`config.mk`:
```
export PLATFORM = sky130hd
export DESIGN_NAME = compare_skip_branch_unit
export DESIGN_NICKNAME = d
export VERILOG_FILES = /design/src/shared/cbu_pkg.sv /design/src/design/return_stack_mem.sv /design/src/design/compare_skip_branch_unit.sv
export SDC_FILE = /design/constraint.sdc
export NUM_CORES = 1
export LEC_CHECK = 0
export ABC_AREA = 1
export ABC_CLOCK_PERIOD_IN_PS = 3300
export CAP_MARGIN = 40
export CORE_ASPECT_RATIO = 1.2
export CORE_MARGIN = 2
export CORE_UTILIZATION = 30
export CTS_BUF_LIST = sky130_fd_sc_hd__clkbuf_2
export CTS_CLUSTER_SIZE = 10
export DETAILED_ROUTE_END_ITERATION = 16
export DONT_BUFFER_PORTS = 1
export HOLD_SLACK_MARGIN = 0.05
export SLEW_MARGIN = 40
export SYNTH_ARGS = -nofsm -noshare
export SYNTH_HDL_FRONTEND = slang
export SYNTH_SLANG_ARGS = --single-unit
```
`constraint.sdc`:
```
create_clock -name clock -period 3.3 [get_ports clock]
set_input_delay 0.495 -clock clock [delete_from_list [all_inputs] [get_ports clock]]
set_output_delay 0.495 -clock clock [all_outputs]
set_load 0.01 [all_outputs]
```
`src/shared/cbu_pkg.sv`:
```
// Purpose: Shared constants for the compare, skip and branch execution unit
// Assumes: 16-bit instruction words, 8-bit data, flags held as one byte
// Notes:   Opcode field sits in bits 15:12 of the first instruction word
package cbu_pkg;

  localparam int          DATA_W      = 8;
  localparam int          INSTR_W     = 16;

  // Opcode classes (bits 15:12)
  localparam logic [3:0]  OP_CMP_SKIP_EQ  = 4'h1; // compare_skip_if_equal
  localparam logic [3:0]  OP_REG_CMP      = 4'h2; // register_compare
  localparam logic [3:0]  OP_CMP_CARRY    = 4'h3; // compare_with_carry
  localparam logic [3:0]  OP_CMP_IMM      = 4'h4; // compare_immediate
  localparam logic [3:0]  OP_SKIP_RB_CLR  = 4'h5; // skip_reg_bit_clear
  localparam logic [3:0]  OP_SKIP_RB_SET  = 4'h6; // skip_reg_bit_set
  localparam logic [3:0]  OP_SKIP_IO_CLR  = 4'h7; // skip_io_bit_clear
  localparam logic [3:0]  OP_SKIP_IO_SET  = 4'h8; // skip_io_bit_set
  localparam logic [3:0]  OP_BR_SET       = 4'h9; // branch_status_bit_set
  localparam logic [3:0]  OP_BR_CLR       = 4'hA; // branch_status_bit_clear
  localparam logic [3:0]  OP_CALL         = 4'hB; // direct call, two words
  localparam logic [3:0]  OP_RETURN       = 4'hC; // bit 0 set: interrupt_return
  localparam logic [3:0]  OP_JUMP_LONG    = 4'hD; // two-word jump, run elsewhere

  // Status flag bit positions
  localparam int          FLAG_C      = 0;
  localparam int          FLAG_Z      = 1;
  localparam int          FLAG_N      = 2;
  localparam int          FLAG_V      = 3;
  localparam int          FLAG_S      = 4;
  localparam int          FLAG_H      = 5;
  localparam int          FLAG_T      = 6;
  localparam int          FLAG_I      = 7;
  localparam logic [7:0]  FLAGS_RESET = 8'h00;

  // APB register byte offsets
  localparam logic [7:0]  ADDR_FLAGS  = 8'h00;
  localparam logic [7:0]  ADDR_PC     = 8'h04;
  localparam logic [7:0]  ADDR_CTRL   = 8'h08;
  localparam logic [7:0]  ADDR_SP     = 8'h0C;
  localparam int          CTRL_RUN    = 0;
  localparam logic        RUN_RESET   = 1'b0;

  typedef enum logic [2:0] {
    ST_EXEC     = 3'b000,
    ST_SKIP     = 3'b001,
    ST_SKIP2    = 3'b010,
    ST_BRANCH   = 3'b011,
    ST_CALL     = 3'b100,
    ST_RET_POP  = 3'b101,
    ST_RET_LOAD = 3'b110,
    ST_RET_END  = 3'b111
  } exec_state_t;

endpackage

```
`src/design/return_stack_mem.sv`:
```
// Purpose: Return address storage with registered read data
// Assumes: One write and one read port, same clock
// Notes:   Contents are not reset; only the read register is
module return_stack_mem #(
  parameter int DEPTH = 16,
  parameter int WIDTH = 16
) (
  input  wire logic                     clock,    // core clock
  input  wire logic                     reset,    // async, active high
  input  wire logic                     wr_en,    // push strobe
  input  wire logic [$clog2(DEPTH)-1:0] wr_addr,  // push slot
  input  wire logic [WIDTH-1:0]         wr_data,  // return address in
  input  wire logic                     rd_en,    // pop strobe
  input  wire logic [$clog2(DEPTH)-1:0] rd_addr,  // pop slot
  output logic      [WIDTH-1:0]         rd_data_r // return address out
);

  logic [WIDTH-1:0] mem [DEPTH];

  always_ff @(posedge clock) begin
    if (wr_en) begin
      mem[wr_addr] <= wr_data;
    end
  end

  always_ff @(posedge clock or posedge reset) begin
    if (reset) begin
      rd_data_r <= '0;
    end else if (rd_en) begin
      rd_data_r <= mem[rd_addr];
    end
  end

endmodule // return_stack_mem

```
`src/design/compare_skip_branch_unit.sv`:
```
// Purpose: Executes compare, skip, relative branch, call and return words
// Assumes: Instruction, register and I/O data valid in the cycle addressed
// Notes:   Other opcodes just advance the program counter by their length
module compare_skip_branch_unit
  import cbu_pkg::*;
#(
  parameter int PC_W        = 16,
  parameter int STACK_DEPTH = 16
) (
  input  wire logic               clock,       // core clock, 100 MHz
  input  wire logic               reset,       // async, active high
  output logic      [PC_W-1:0]    pc_r,        // fetch address
  input  wire logic [INSTR_W-1:0] instr,       // word at pc_r
  output logic      [4:0]         rf_addr_a,   // first register operand
  output logic      [4:0]         rf_addr_b,   // second register operand
  input  wire logic [DATA_W-1:0]  rf_data_a,   // first operand value
  input  wire logic [DATA_W-1:0]  rf_data_b,   // second operand value
  output logic      [4:0]         io_addr,     // I/O register address
  input  wire logic [DATA_W-1:0]  io_data,     // I/O register value
  output logic      [7:0]         flags_r,     // status flags
  input  wire logic               psel,        // APB select
  input  wire logic               penable,     // APB enable
  input  wire logic               pwrite,      // APB direction
  input  wire logic [7:0]         paddr,       // APB byte address
  input  wire logic [31:0]        pwdata,      // APB write data
  output logic      [31:0]        prdata,      // APB read data
  output logic                    pready,      // APB ready
  output logic                    pslverr      // APB error
);

  localparam int SP_W = $clog2(STACK_DEPTH);

  // The call target is taken from one instruction word, so PC_W cannot exceed it
  if (PC_W < 8 || PC_W > INSTR_W) begin : g_pc_check
    $error("PC_W must lie between 8 and INSTR_W");
  end
  if (STACK_DEPTH < 2 || (1 << SP_W) != STACK_DEPTH) begin : g_depth_check
    $error("STACK_DEPTH must be a power of two of at least 2");
  end

  exec_state_t        state_r;
  logic               run_r;
  logic [SP_W:0]      sp_r;
  logic [31:0]        prdata_r;
  logic [PC_W-1:0]    stack_rd_data;

  // Decode
  logic [3:0]         op;
  logic               exec_go;
  logic               two_word;
  logic               is_cmp;
  logic [DATA_W-1:0]  opnd_b;
  logic               carry_in;
  logic [DATA_W:0]    diff;
  logic [DATA_W-1:0]  res;
  logic               res_zero;
  logic               reg_bit;
  logic               io_bit;
  logic               skip_hit;
  logic               br_flag;
  logic               br_taken;
  logic [PC_W-1:0]    br_target;
  logic [7:0]         cmp_flags;
  logic               push_en;
  logic               pop_en;
  logic               stack_full;
  logic               stack_empty;
  logic               apb_setup;
  logic               apb_wr;
  logic               addr_ok;

  assign op        = instr[15:12];
  assign exec_go   = (state_r == ST_EXEC) && run_r;
  assign two_word  = (op == OP_CALL) || (op == OP_JUMP_LONG);
  assign is_cmp    = (op == OP_REG_CMP) || (op == OP_CMP_CARRY) || (op == OP_CMP_IMM);

  always_comb begin
    if (op == OP_CMP_IMM) begin
      rf_addr_a = {1'b1, instr[11:8]};
    end else if (op == OP_SKIP_RB_CLR || op == OP_SKIP_RB_SET) begin
      rf_addr_a = instr[8:4];
    end else begin
      rf_addr_a = instr[9:5];
    end
  end
  assign rf_addr_b = instr[4:0];
  assign io_addr   = instr[7:3];

  // Subtract with no write-back; carry variant also takes C
  assign opnd_b    = (op == OP_CMP_IMM) ? instr[7:0] : rf_data_b;
  assign carry_in  = (op == OP_CMP_CARRY) ? flags_r[FLAG_C] : 1'b0;
  assign diff      = {1'b0, rf_data_a} - {1'b0, opnd_b} - {{DATA_W{1'b0}}, carry_in};
  assign res       = diff[DATA_W-1:0];
  assign res_zero  = (res == '0);

  always_comb begin
    cmp_flags          = flags_r;
    cmp_flags[FLAG_H]  = (~rf_data_a[3] & opnd_b[3]) | (opnd_b[3] & res[3])
                       | (res[3] & ~rf_data_a[3]);
    cmp_flags[FLAG_V]  = (rf_data_a[7] & ~opnd_b[7] & ~res[7])
                       | (~rf_data_a[7] & opnd_b[7] & res[7]);
    cmp_flags[FLAG_N]  = res[7];
    cmp_flags[FLAG_S]  = res[7] ^ cmp_flags[FLAG_V];
    cmp_flags[FLAG_C]  = (~rf_data_a[7] & opnd_b[7]) | (opnd_b[7] & res[7])
                       | (res[7] & ~rf_data_a[7]);
    // Carry variant keeps Z only if it was already set, for multi-byte chains
    cmp_flags[FLAG_Z]  = (op == OP_CMP_CARRY) ? (res_zero & flags_r[FLAG_Z]) : res_zero;
  end

  assign reg_bit = rf_data_a[instr[2:0]];
  assign io_bit  = io_data[instr[2:0]];

  always_comb begin
    case (op)
      OP_CMP_SKIP_EQ: skip_hit = (rf_data_a == rf_data_b);
      OP_SKIP_RB_CLR: skip_hit = ~reg_bit;
      OP_SKIP_RB_SET: skip_hit = reg_bit;
      OP_SKIP_IO_CLR: skip_hit = ~io_bit;
      OP_SKIP_IO_SET: skip_hit = io_bit;
      default:        skip_hit = 1'b0;
    endcase
  end

  // Equal, not-equal and carry branches are the status forms on Z and C
  assign br_flag   = flags_r[instr[2:0]];
  assign br_taken  = (op == OP_BR_SET) ? br_flag
                   : (op == OP_BR_CLR) ? ~br_flag : 1'b0;
  assign br_target = pc_r + {{(PC_W-7){instr[9]}}, instr[9:3]} + PC_W'(1);

  assign stack_full  = sp_r[SP_W];
  assign stack_empty = (sp_r == '0);
  assign push_en     = (state_r == ST_CALL) && !stack_full;
  assign pop_en      = exec_go && (op == OP_RETURN) && !stack_empty;

  return_stack_mem #(
    .DEPTH (STACK_DEPTH),
    .WIDTH (PC_W)
  ) u_stack (
    .clock     (clock),
    .reset     (reset),
    .wr_en     (push_en),
    .wr_addr   (sp_r[SP_W-1:0]),
    .wr_data   (pc_r + PC_W'(1)),
    .rd_en     (pop_en),
    .rd_addr   (SP_W'(sp_r - 1'b1)),
    .rd_data_r (stack_rd_data)
  );

  // Sequencer
  always_ff @(posedge clock or posedge reset) begin
    if (reset) begin
      state_r <= ST_EXEC;
    end else begin
      case (state_r)
        ST_EXEC: begin
          if (!run_r) begin
            state_r <= ST_EXEC;
          end else if (skip_hit) begin
            state_r <= ST_SKIP;
          end else if (br_taken) begin
            state_r <= ST_BRANCH;
          end else if (op == OP_CALL) begin
            state_r <= ST_CALL;
          end else if (op == OP_RETURN) begin
            state_r <= ST_RET_POP;
          end
        end
        ST_SKIP:     state_r <= two_word ? ST_SKIP2 : ST_EXEC;
        ST_RET_POP:  state_r <= ST_RET_LOAD;
        ST_RET_LOAD: state_r <= ST_RET_END;
        default:     state_r <= ST_EXEC;
      endcase
    end
  end

  // Program counter
  always_ff @(posedge clock or posedge reset) begin
    if (reset) begin
      pc_r <= '0;
    end else begin
      case (state_r)
        ST_EXEC: begin
          if (!run_r || op == OP_RETURN) begin
            pc_r <= pc_r;
          end else if (br_taken) begin
            pc_r <= br_target;
          end else if (op == OP_JUMP_LONG) begin
            // A call steps one word only, onto its target word for ST_CALL
            pc_r <= pc_r + PC_W'(2);
          end else begin
            pc_r <= pc_r + PC_W'(1);
          end
        end
        ST_SKIP, ST_SKIP2: pc_r <= pc_r + PC_W'(1);
        ST_CALL:           pc_r <= instr[PC_W-1:0];
        ST_RET_POP:        pc_r <= stack_rd_data;
        default:           pc_r <= pc_r;
      endcase
    end
  end

  // Call enters ST_CALL with pc_r already on its target word
  always_ff @(posedge clock or posedge reset) begin
    if (reset) begin
      sp_r <= '0;
    end else if (push_en) begin
      sp_r <= sp_r + 1'b1;
    end else if (pop_en) begin
      sp_r <= sp_r - 1'b1;
    end
  end

  // APB slave: zero wait states, read data captured in the setup cycle
  assign apb_setup = psel && !penable;
  assign apb_wr    = psel && penable && pwrite;
  assign addr_ok   = (paddr == ADDR_FLAGS) || (paddr == ADDR_PC)
                   || (paddr == ADDR_CTRL) || (paddr == ADDR_SP);
  assign pready    = 1'b1;
  assign pslverr   = psel && penable && !addr_ok;
  assign prdata    = prdata_r;

  always_ff @(posedge clock or posedge reset) begin
    if (reset) begin
      prdata_r <= '0;
    end else if (apb_setup && !pwrite) begin
      case (paddr)
        ADDR_FLAGS: prdata_r <= {24'h000000, flags_r};
        ADDR_PC:    prdata_r <= 32'(pc_r);
        ADDR_CTRL:  prdata_r <= {31'h00000000, run_r};
        ADDR_SP:    prdata_r <= 32'(sp_r);
        default:    prdata_r <= '0;
      endcase
    end
  end

  always_ff @(posedge clock or posedge reset) begin
    if (reset) begin
      run_r <= RUN_RESET;
    end else if (apb_wr && paddr == ADDR_CTRL) begin
      run_r <= pwdata[CTRL_RUN];
    end
  end

  // Hardware flag updates win over a software write in the same cycle
  always_ff @(posedge clock or posedge reset) begin
    if (reset) begin
      flags_r <= FLAGS_RESET;
    end else if (exec_go && is_cmp) begin
      flags_r <= cmp_flags;
    end else if (exec_go && op == OP_RETURN && instr[0]) begin
      flags_r[FLAG_I] <= 1'b1;
    end else if (apb_wr && paddr == ADDR_FLAGS) begin
      flags_r <= pwdata[7:0];
    end
  end

  // Checks
  cmp_flags_a: assert property (@(posedge clock) disable iff (reset)
    exec_go && op == OP_REG_CMP |=> flags_r[FLAG_Z] == $past(rf_data_a == rf_data_b))
    else $error("compare zero flag wrong");
  cmp_carry_a: assert property (@(posedge clock) disable iff (reset)
    exec_go && op == OP_CMP_IMM |=> flags_r[FLAG_C] == $past(rf_data_a < instr[7:0]))
    else $error("compare carry flag wrong");
  eq_skip_a: assert property (@(posedge clock) disable iff (reset)
    exec_go && op == OP_CMP_SKIP_EQ && rf_data_a == rf_data_b && !apb_wr
    |=> state_r == ST_SKIP && pc_r == $past(pc_r) + PC_W'(1) && $stable(flags_r))
    else $error("equal compare did not skip");
  reg_clr_a: assert property (@(posedge clock) disable iff (reset)
    exec_go && op == OP_SKIP_RB_CLR |=> (state_r == ST_SKIP) == !$past(reg_bit))
    else $error("register bit clear skip wrong");
  reg_set_a: assert property (@(posedge clock) disable iff (reset)
    exec_go && op == OP_SKIP_RB_SET |=> (state_r == ST_SKIP) == $past(reg_bit))
    else $error("register bit set skip wrong");
  io_clr_a: assert property (@(posedge clock) disable iff (reset)
    exec_go && op == OP_SKIP_IO_CLR |=> (state_r == ST_SKIP) == !$past(io_bit))
    else $error("I/O bit clear skip wrong");
  io_set_a: assert property (@(posedge clock) disable iff (reset)
    exec_go && op == OP_SKIP_IO_SET |=> (state_r == ST_SKIP) == $past(io_bit))
    else $error("I/O bit set skip wrong");
  br_set_a: assert property (@(posedge clock) disable iff (reset)
    exec_go && op == OP_BR_SET && br_flag
    |=> pc_r == $past(br_target) && state_r == ST_BRANCH ##1 state_r == ST_EXEC)
    else $error("status set branch wrong");
  br_clr_a: assert property (@(posedge clock) disable iff (reset)
    exec_go && op == OP_BR_CLR && br_flag |=> pc_r == $past(pc_r) + PC_W'(1))
    else $error("status clear branch taken on set bit");
  br_eq_a: assert property (@(posedge clock) disable iff (reset)
    exec_go && op == OP_BR_SET && instr[2:0] == 3'(FLAG_Z) && flags_r[FLAG_Z]
    |=> pc_r == $past(br_target))
    else $error("equal branch not taken");
  br_ne_a: assert property (@(posedge clock) disable iff (reset)
    exec_go && op == OP_BR_CLR && instr[2:0] == 3'(FLAG_Z) && !flags_r[FLAG_Z]
    |=> pc_r == $past(br_target))
    else $error("not-equal branch not taken");
  br_cs_a: assert property (@(posedge clock) disable iff (reset)
    exec_go && op == OP_BR_SET && instr[2:0] == 3'(FLAG_C) && flags_r[FLAG_C]
    |=> pc_r == $past(br_target))
    else $error("carry branch not taken");
  ret_load_a: assert property (@(posedge clock) disable iff (reset)
    pop_en |=> state_r == ST_RET_POP ##1 pc_r == $past(stack_rd_data) ##2 state_r == ST_EXEC)
    else $error("return did not reload pc");
  interrupt_return_flag_a: assert property (@(posedge clock) disable iff (reset)
    exec_go && op == OP_RETURN && instr[0] |=> flags_r[FLAG_I])
    else $error("interrupt return left I clear");
  call_push_a: assert property (@(posedge clock) disable iff (reset)
    push_en |=> pc_r == $past(instr[PC_W-1:0]) && sp_r == $past(sp_r) + 1'b1)
    else $error("call push or load wrong");

  skip_long_c: cover property (@(posedge clock) disable iff (reset) state_r == ST_SKIP2);
  br_taken_c:  cover property (@(posedge clock) disable iff (reset) state_r == ST_BRANCH);
  call_ret_c:  cover property (@(posedge clock) disable iff (reset)
    push_en ##[1:20] state_r == ST_RET_LOAD);
  cmp_carry_c: cover property (@(posedge clock) disable iff (reset)
    exec_go && op == OP_CMP_CARRY && flags_r[FLAG_C]);

endmodule // compare_skip_branch_unit

```
# After elaboration in Yosys (flattened, before gate mapping)
# Memory sizes are Yosys's and may differ from the RTL's. A register that Yosys moved wholly into a read port is not among the register bits.
# Cells that the tools add are included.
# Widths: inputs -> output; s select.
classes:
  add_sub_neg: 8
  n_reduce_logical: 40
  n_lt_le_gt_ge: 1
  eq_ne: 25
  n_bitwise: 25
  n_mux: 34
ops:
  columns: ["operator", "count"]
  rows:
  - ["$pmux 16 s4", 2]
  - ["$mux 16", 3]
  - ["$add 16x1->16 const B", 2]
  - ["$eq 4x4->1 const B", 6]
  - ["$mux 5", 4]
  - ["$add 16x16->16", 1]
  - ["$add 16x2->16 const B", 1]
  - ["$eq 4x3->1 const B", 4]
  - ["$eq 8x4->1 const B", 2]
  - ["$logic_not 8->1", 2]
  - ["$mux 8", 2]
  - ["$mux 3", 5]
  - ["$logic_and 1x1->1", 13]
  - ["$mux 6", 2]
  - ["$pmux 3 s4", 1]
  - ["$and 1x1->1", 10]
  - ["$mux 1", 10]
  - ["$bmux 1 s3", 3]
  - ["$eq 3x3->1 const B", 3]
  - ["$not 1->1", 9]
  - ["$eq 4x2->1 const B", 2]
  - ["$eq 8x3->1 const B", 1]
  - ["$eq 8x8->1", 1]
  - ["$logic_or 1x1->1", 8]
  - ["22 further kinds", 36]
word_totals:
  elab_cells: 142
  memories: 1
  reg_bits: 65
  mem_bits_rw: 256
  out_inout_bits: 73
  in_bits: 85
mem_list:
  columns: ["memory", "words", "word_bits", "read_ports", "rd_ports_with_merged_regs", "wr", "line", "text"]
  rows:
  - ["u_stack.mem", 16, 16, 1, 1, 1, "return_stack_mem.sv:18", "logic [WIDTH-1:0] mem [DEPTH];"]

# Depth between registers and ports, before layout
logic_depth:
  ltp_word: 9
  depth_mapped: 18
  mapped_depth_nobuf: 17

# Cells and area by module
# From an unflattened synthesis, not the netlist that was laid out.
unflattened:
  hier_cells: 1906
  area_unflattened_um2: 17121.4
by_module_without_submodules:
  columns: ["mod", "area_each_um2", "n_inst", "cells_per_inst"]
  rows:
  - ["return_stack_mem", 11043.1, 1, 935]
  - ["compare_skip_branch_unit", 6078.3, 1, 971]

# Worst setup path after synthesis
# Ideal clock, no wire load.
synth_path:
  kind: "reg2reg"
  from: "reg sp_r[0]"
  to: "mem u_stack.mem[0][0] (enable)"
  t_required_ns: 2.891
  setup_ns: 0.409
  t_arrival_ns: 2.361
  setup_slack_ns: 0.530
  path_stages_with_launch: 7
  period_less_slack_ns: 2.770
  cell_sequence: "dfrtp_1 -> inv_1 -> buf_2 -> buf_2 -> ha_1 -> inv_1 -> nor3_1"
synth_rtl:
  columns: ["item", "line", "text"]
  rows:
  - ["from (decl)", "compare_skip_branch_unit.sv:43", "logic [SP_W:0] sp_r;"]
  - ["from (signal assigned)", "compare_skip_branch_unit.sv:207", "sp_r <= sp_r + 1'b1;"]
  - ["from (signal assigned)", "compare_skip_branch_unit.sv:209", "sp_r <= sp_r - 1'b1;"]
  - ["to (decl)", "return_stack_mem.sv:18", null]
# Straight into the memory's write port.

# Worst setup path after layout
layout_path:
  from: "in paddr[1]"
  to: "reg flags_r[2]"
layout_between:
  elab_chain_len: 4
layout_lines:
  columns: ["item", "line", "text"]
  rows:
  - ["from (decl)", "compare_skip_branch_unit.sv:24", "input wire logic [7:0] paddr,"]
  - ["$logic_not 8->1", "compare_skip_branch_unit.sv:252", "end else if (apb_wr && paddr == ADDR_FLAGS) begin"]
  - ["$logic_and 1x1->1", "compare_skip_branch_unit.sv:252", null]
  - ["$reduce_bool 2->1 (no source line)", null, null]
  - ["$reduce_and 2->1 (no source line)", null, null]
  - ["to (signal assigned)", "compare_skip_branch_unit.sv:249", "flags_r <= cmp_flags;"]
  - ["to (signal assigned)", "compare_skip_branch_unit.sv:253", "flags_r <= pwdata[7:0];"]
  - ["to (decl)", "compare_skip_branch_unit.sv:20", "output logic [7:0] flags_r,"]
# No other way between the ends.
# A chain may end at the register's enable or synchronous reset.

==> qor.yml <==
p_sw_share_pct: 46.11
die_h_um: 262.5
grt_max_degree: 77
grt_overflow_total: 0
regToRegSetupSlack_ps: 250
setup_viol: 0
finalClockSkew_ps: 83.66
pwr-share-clk_pct: 16.8
hp-class: "input port to register"
ys_warn_count: 0
peakVddDrop_mv: 0.5852
io-pin-count: 158
wl_per_cell_um: 18.91
max_freq_mhz: 319.9
tritoncts: "yes"
start_kind: "input port"
p_sw_mw: 7.633
dieArea_um2: 57590
worst_setup_path_end_kind: "register"
worstPathRequired_ps: 4170
p_leak_nw: 7.467
grt_usage_pct: 17.34
synthDistinctLibCells: 51
arrival_ps: 4000
vias_per_cell: 5.115
drive_above_1_share_pct: 12.71
cts_made_buffers: 78
final.setup.tns_ps: 0
post_cts_buffers: 0
critPathKind: "input port to register"
ctsRootBufferMaster: "clkbuf_2"
yosysSeqAreaShare_pct: 55.76
power.internal_mw: 8.920
first_iter_violations: 1183
worst_pin_slew_ps: 791.0
async_flop_share_pct: 20.25
status: "complete, no violations"
finalNetCount: 1975
synth_cells: 1764
row_count: 94
hpwl_um: 33530
ant_nets: 0
crit_path_max_fanout: 8
vias: 13470
grt_setup_unrepaired: "false"
start_util_pct: 30.41
synth_edf_count: 256
synth_area_um2: 16700
syn_to_final_growth_pct: 12.50
syn_avg_cell_area_um2: 9.468
synth-main-ff-cell: "edfxtp_1"
min_period_ps: 3126
clkLatencyLatePin_ps: 950
antenna_found_initial: 2
core_area_um2: 54930
grt_pass1_vias: 13330
cap_violations: 0
final_hold_viol_count: 0
total_power_mw: 16.55
slew_headroom_pct: 47.22
firstDrtPassIters: 7
seqPwrFrac_pct: 36.1
gp_congestion: 0.9126
cts.clk_slew.worst_paths_ps: 110
ys_ff_latch: 321
clock-sinks: 321
combPwrFrac_pct: 47.1
p_per_area_nw_per_um2: 880.9
fin_crit_sh_pct: 94.71
die_w_um: 219.4
drt-total-wl_um: 49780
grt_pass1_wl_um: 76870
numPortBuffers: 0
report.final.slew_viol_count: 0
clk_path_buf_depth: 3
htree_levels: 3
drc: 0
[worst paths after layout]
path | startpoint | endpoint | cells past startpoint
worst max-delay path | paddr[1] | flags_r[2] | 11
worst min-delay path | instr[1] | pc_r[1] | 4
worst max register to register | flags_r[0] | flags_r[1] | 14
worst min register to register | sp_r[1] | sp_r[1] | 2
max in group asynchronous | reset | state_r[0] | 4
min in group asynchronous | reset | prdata[0] | 4
[placed cells by master (no fill, tap or decap), types with 3 or more instances in the layout]
cell type and count:
nand2_1 312, dfrtp_1 64, clkinv_1 14, a31oi_1 17
nand3_1 95, xnor2_1 7, inv_1 165, dlygate4sd3_1 50
buf_4 46, o211ai_1 41, nand4_1 17, nor2_2 19
a211oi_1 7, nand3_2 7, o21ai_1 7, o2111ai_1 3
nor3_4 3, bufinv_16 3, nor3_1 5, nor3_2 5
nand2_2 10, o31ai_1 9, clkinv_2 6, nor2_4 3
nor2_1 218, clkbuf_2 120, inv_2 8, o221ai_1 35
o21ai_0 169, o22ai_1 50, a21oi_1 40, conb_1 17
ha_1 35, and2_1 4, edfxtp_1 256, xor2_1 20
fa_1 3
[power groups by stage]
stage	logic, mW	registers [mW]	clock network (mW)
6_report	7.80	5.97	2.78
5_1_grt	8.68	6.02	3.06
4_1_cts	7.81	5.95	2.85
3_5_place_dp	7.66	6.04	0
3_3_place_gp	7.49	6.02	0
2_1_floorplan	5.33	5.75	0
[through the flow]
stage	util (%)	hold WS, ps	std cells	cell area [um2]	setup slack, ps
3_3_place_gp	31.86	432.8	2440	17500	342.6
6_report	34.21	114.5	2633	18790	174.5
3_5_place_dp	31.87	441.0	2440	17500	320.6
2_1_floorplan	-	493.1	1779	16760	529.6
4_1_cts	34.21	50.53	2632	18790	295.7
5_1_grt	34.21	114.5	2633	18790	9.209
[routing by layer]
layer / share of wire, % / global-route usage [%]
met1: 40 / 21.22
met2: 50 / 29.10
met3: 7.4 / 3.738
met4: 3.4 / 7.743
met5: 0 / 0
[Yosys cell counts (4+ instances only)]
library cell	instances	share of area [%]
a21oi_1	40	1.2
o21ai_1	7	0.21
a211oi_1	7	0.31
ha_1	36	2.7
dfrtp_1	65	9.7
and2_1	4	0.15
xnor2_1	7	0.37
a31oi_1	18	0.67
inv_1	168	3.8
o22ai_1	50	1.9
clkbuf_1	40	0.90
nor2_2	7	0.26
nand4_1	17	0.64
o31ai_1	9	0.40
nor2_1	230	5.2
xor2_1	21	1.1
o21ai_0	169	5.1
buf_6	5	0.34
inv_2	6	0.13
nand3_1	95	2.8
buf_2	30	0.90
nand2_1	312	7.0
nand3_2	7	0.42
buf_4	30	1.3
nor3_1	9	0.27
o221ai_1	35	1.8
edfxtp_1	256	46
o211ai_1	41	1.8
nand2_2	10	0.37
[sequential cells by signal, summed over array words and instances, names as in the netlist]
name / cells
u_stack.rd_data_r: 16
u_stack.mem: 256
state_r: 3
prdata: 16
sp_r: 5
run_r: 1
pc_r: 16
flags_r: 8
[worst max-delay path, cell delays in order]
cell and delay [ps]:
dlygate4sd3_1 590, nor2_4 180, nand2_2 80, nor3_4 210, dlygate4sd3_1 770, nand2_4 110
nor2_4 200, nand3_1 110, dlygate4sd3_1 590, o211ai_1 100, dlygate4sd3_1 560
[timing repair]
action	CTS	global route
resized for setup	0	0
endpoints found under the hold margin	107	0
hold buffers	51	0
[area by class of cell]
| type | instances | area, um2 |
|---|---|---|
| fillers | 5628 | 36130 |
| flip-flops and latches | 321 | 9318 |
| multi-input cells | 1176 | 6252 |
| well taps | 720 | 900.9 |
| repair buffers | 98 | 885.9 |
| inverters | 176 | 668.1 |
| clock buffers | 120 | 600.6 |
| clock inverters | 21 | 162.7 |
| diodes | 1 | 2.502 |
[cell families after synthesis]
family / Yosys count / synth area share (%)
DFF: 321 / 55.76
other: 2 / 0.04496
buffers and inverters: 282 / 7.588
adders and majority gates: 39 / 3.056
muxes: 1 / 0.08987
xor gates and xnor gates: 29 / 1.566
and+or+nand+nor: 703 / 17.93
AOI/OAI and AO/OA: 387 / 13.96
No activity file was read; power rests on OpenSTA's default activity.
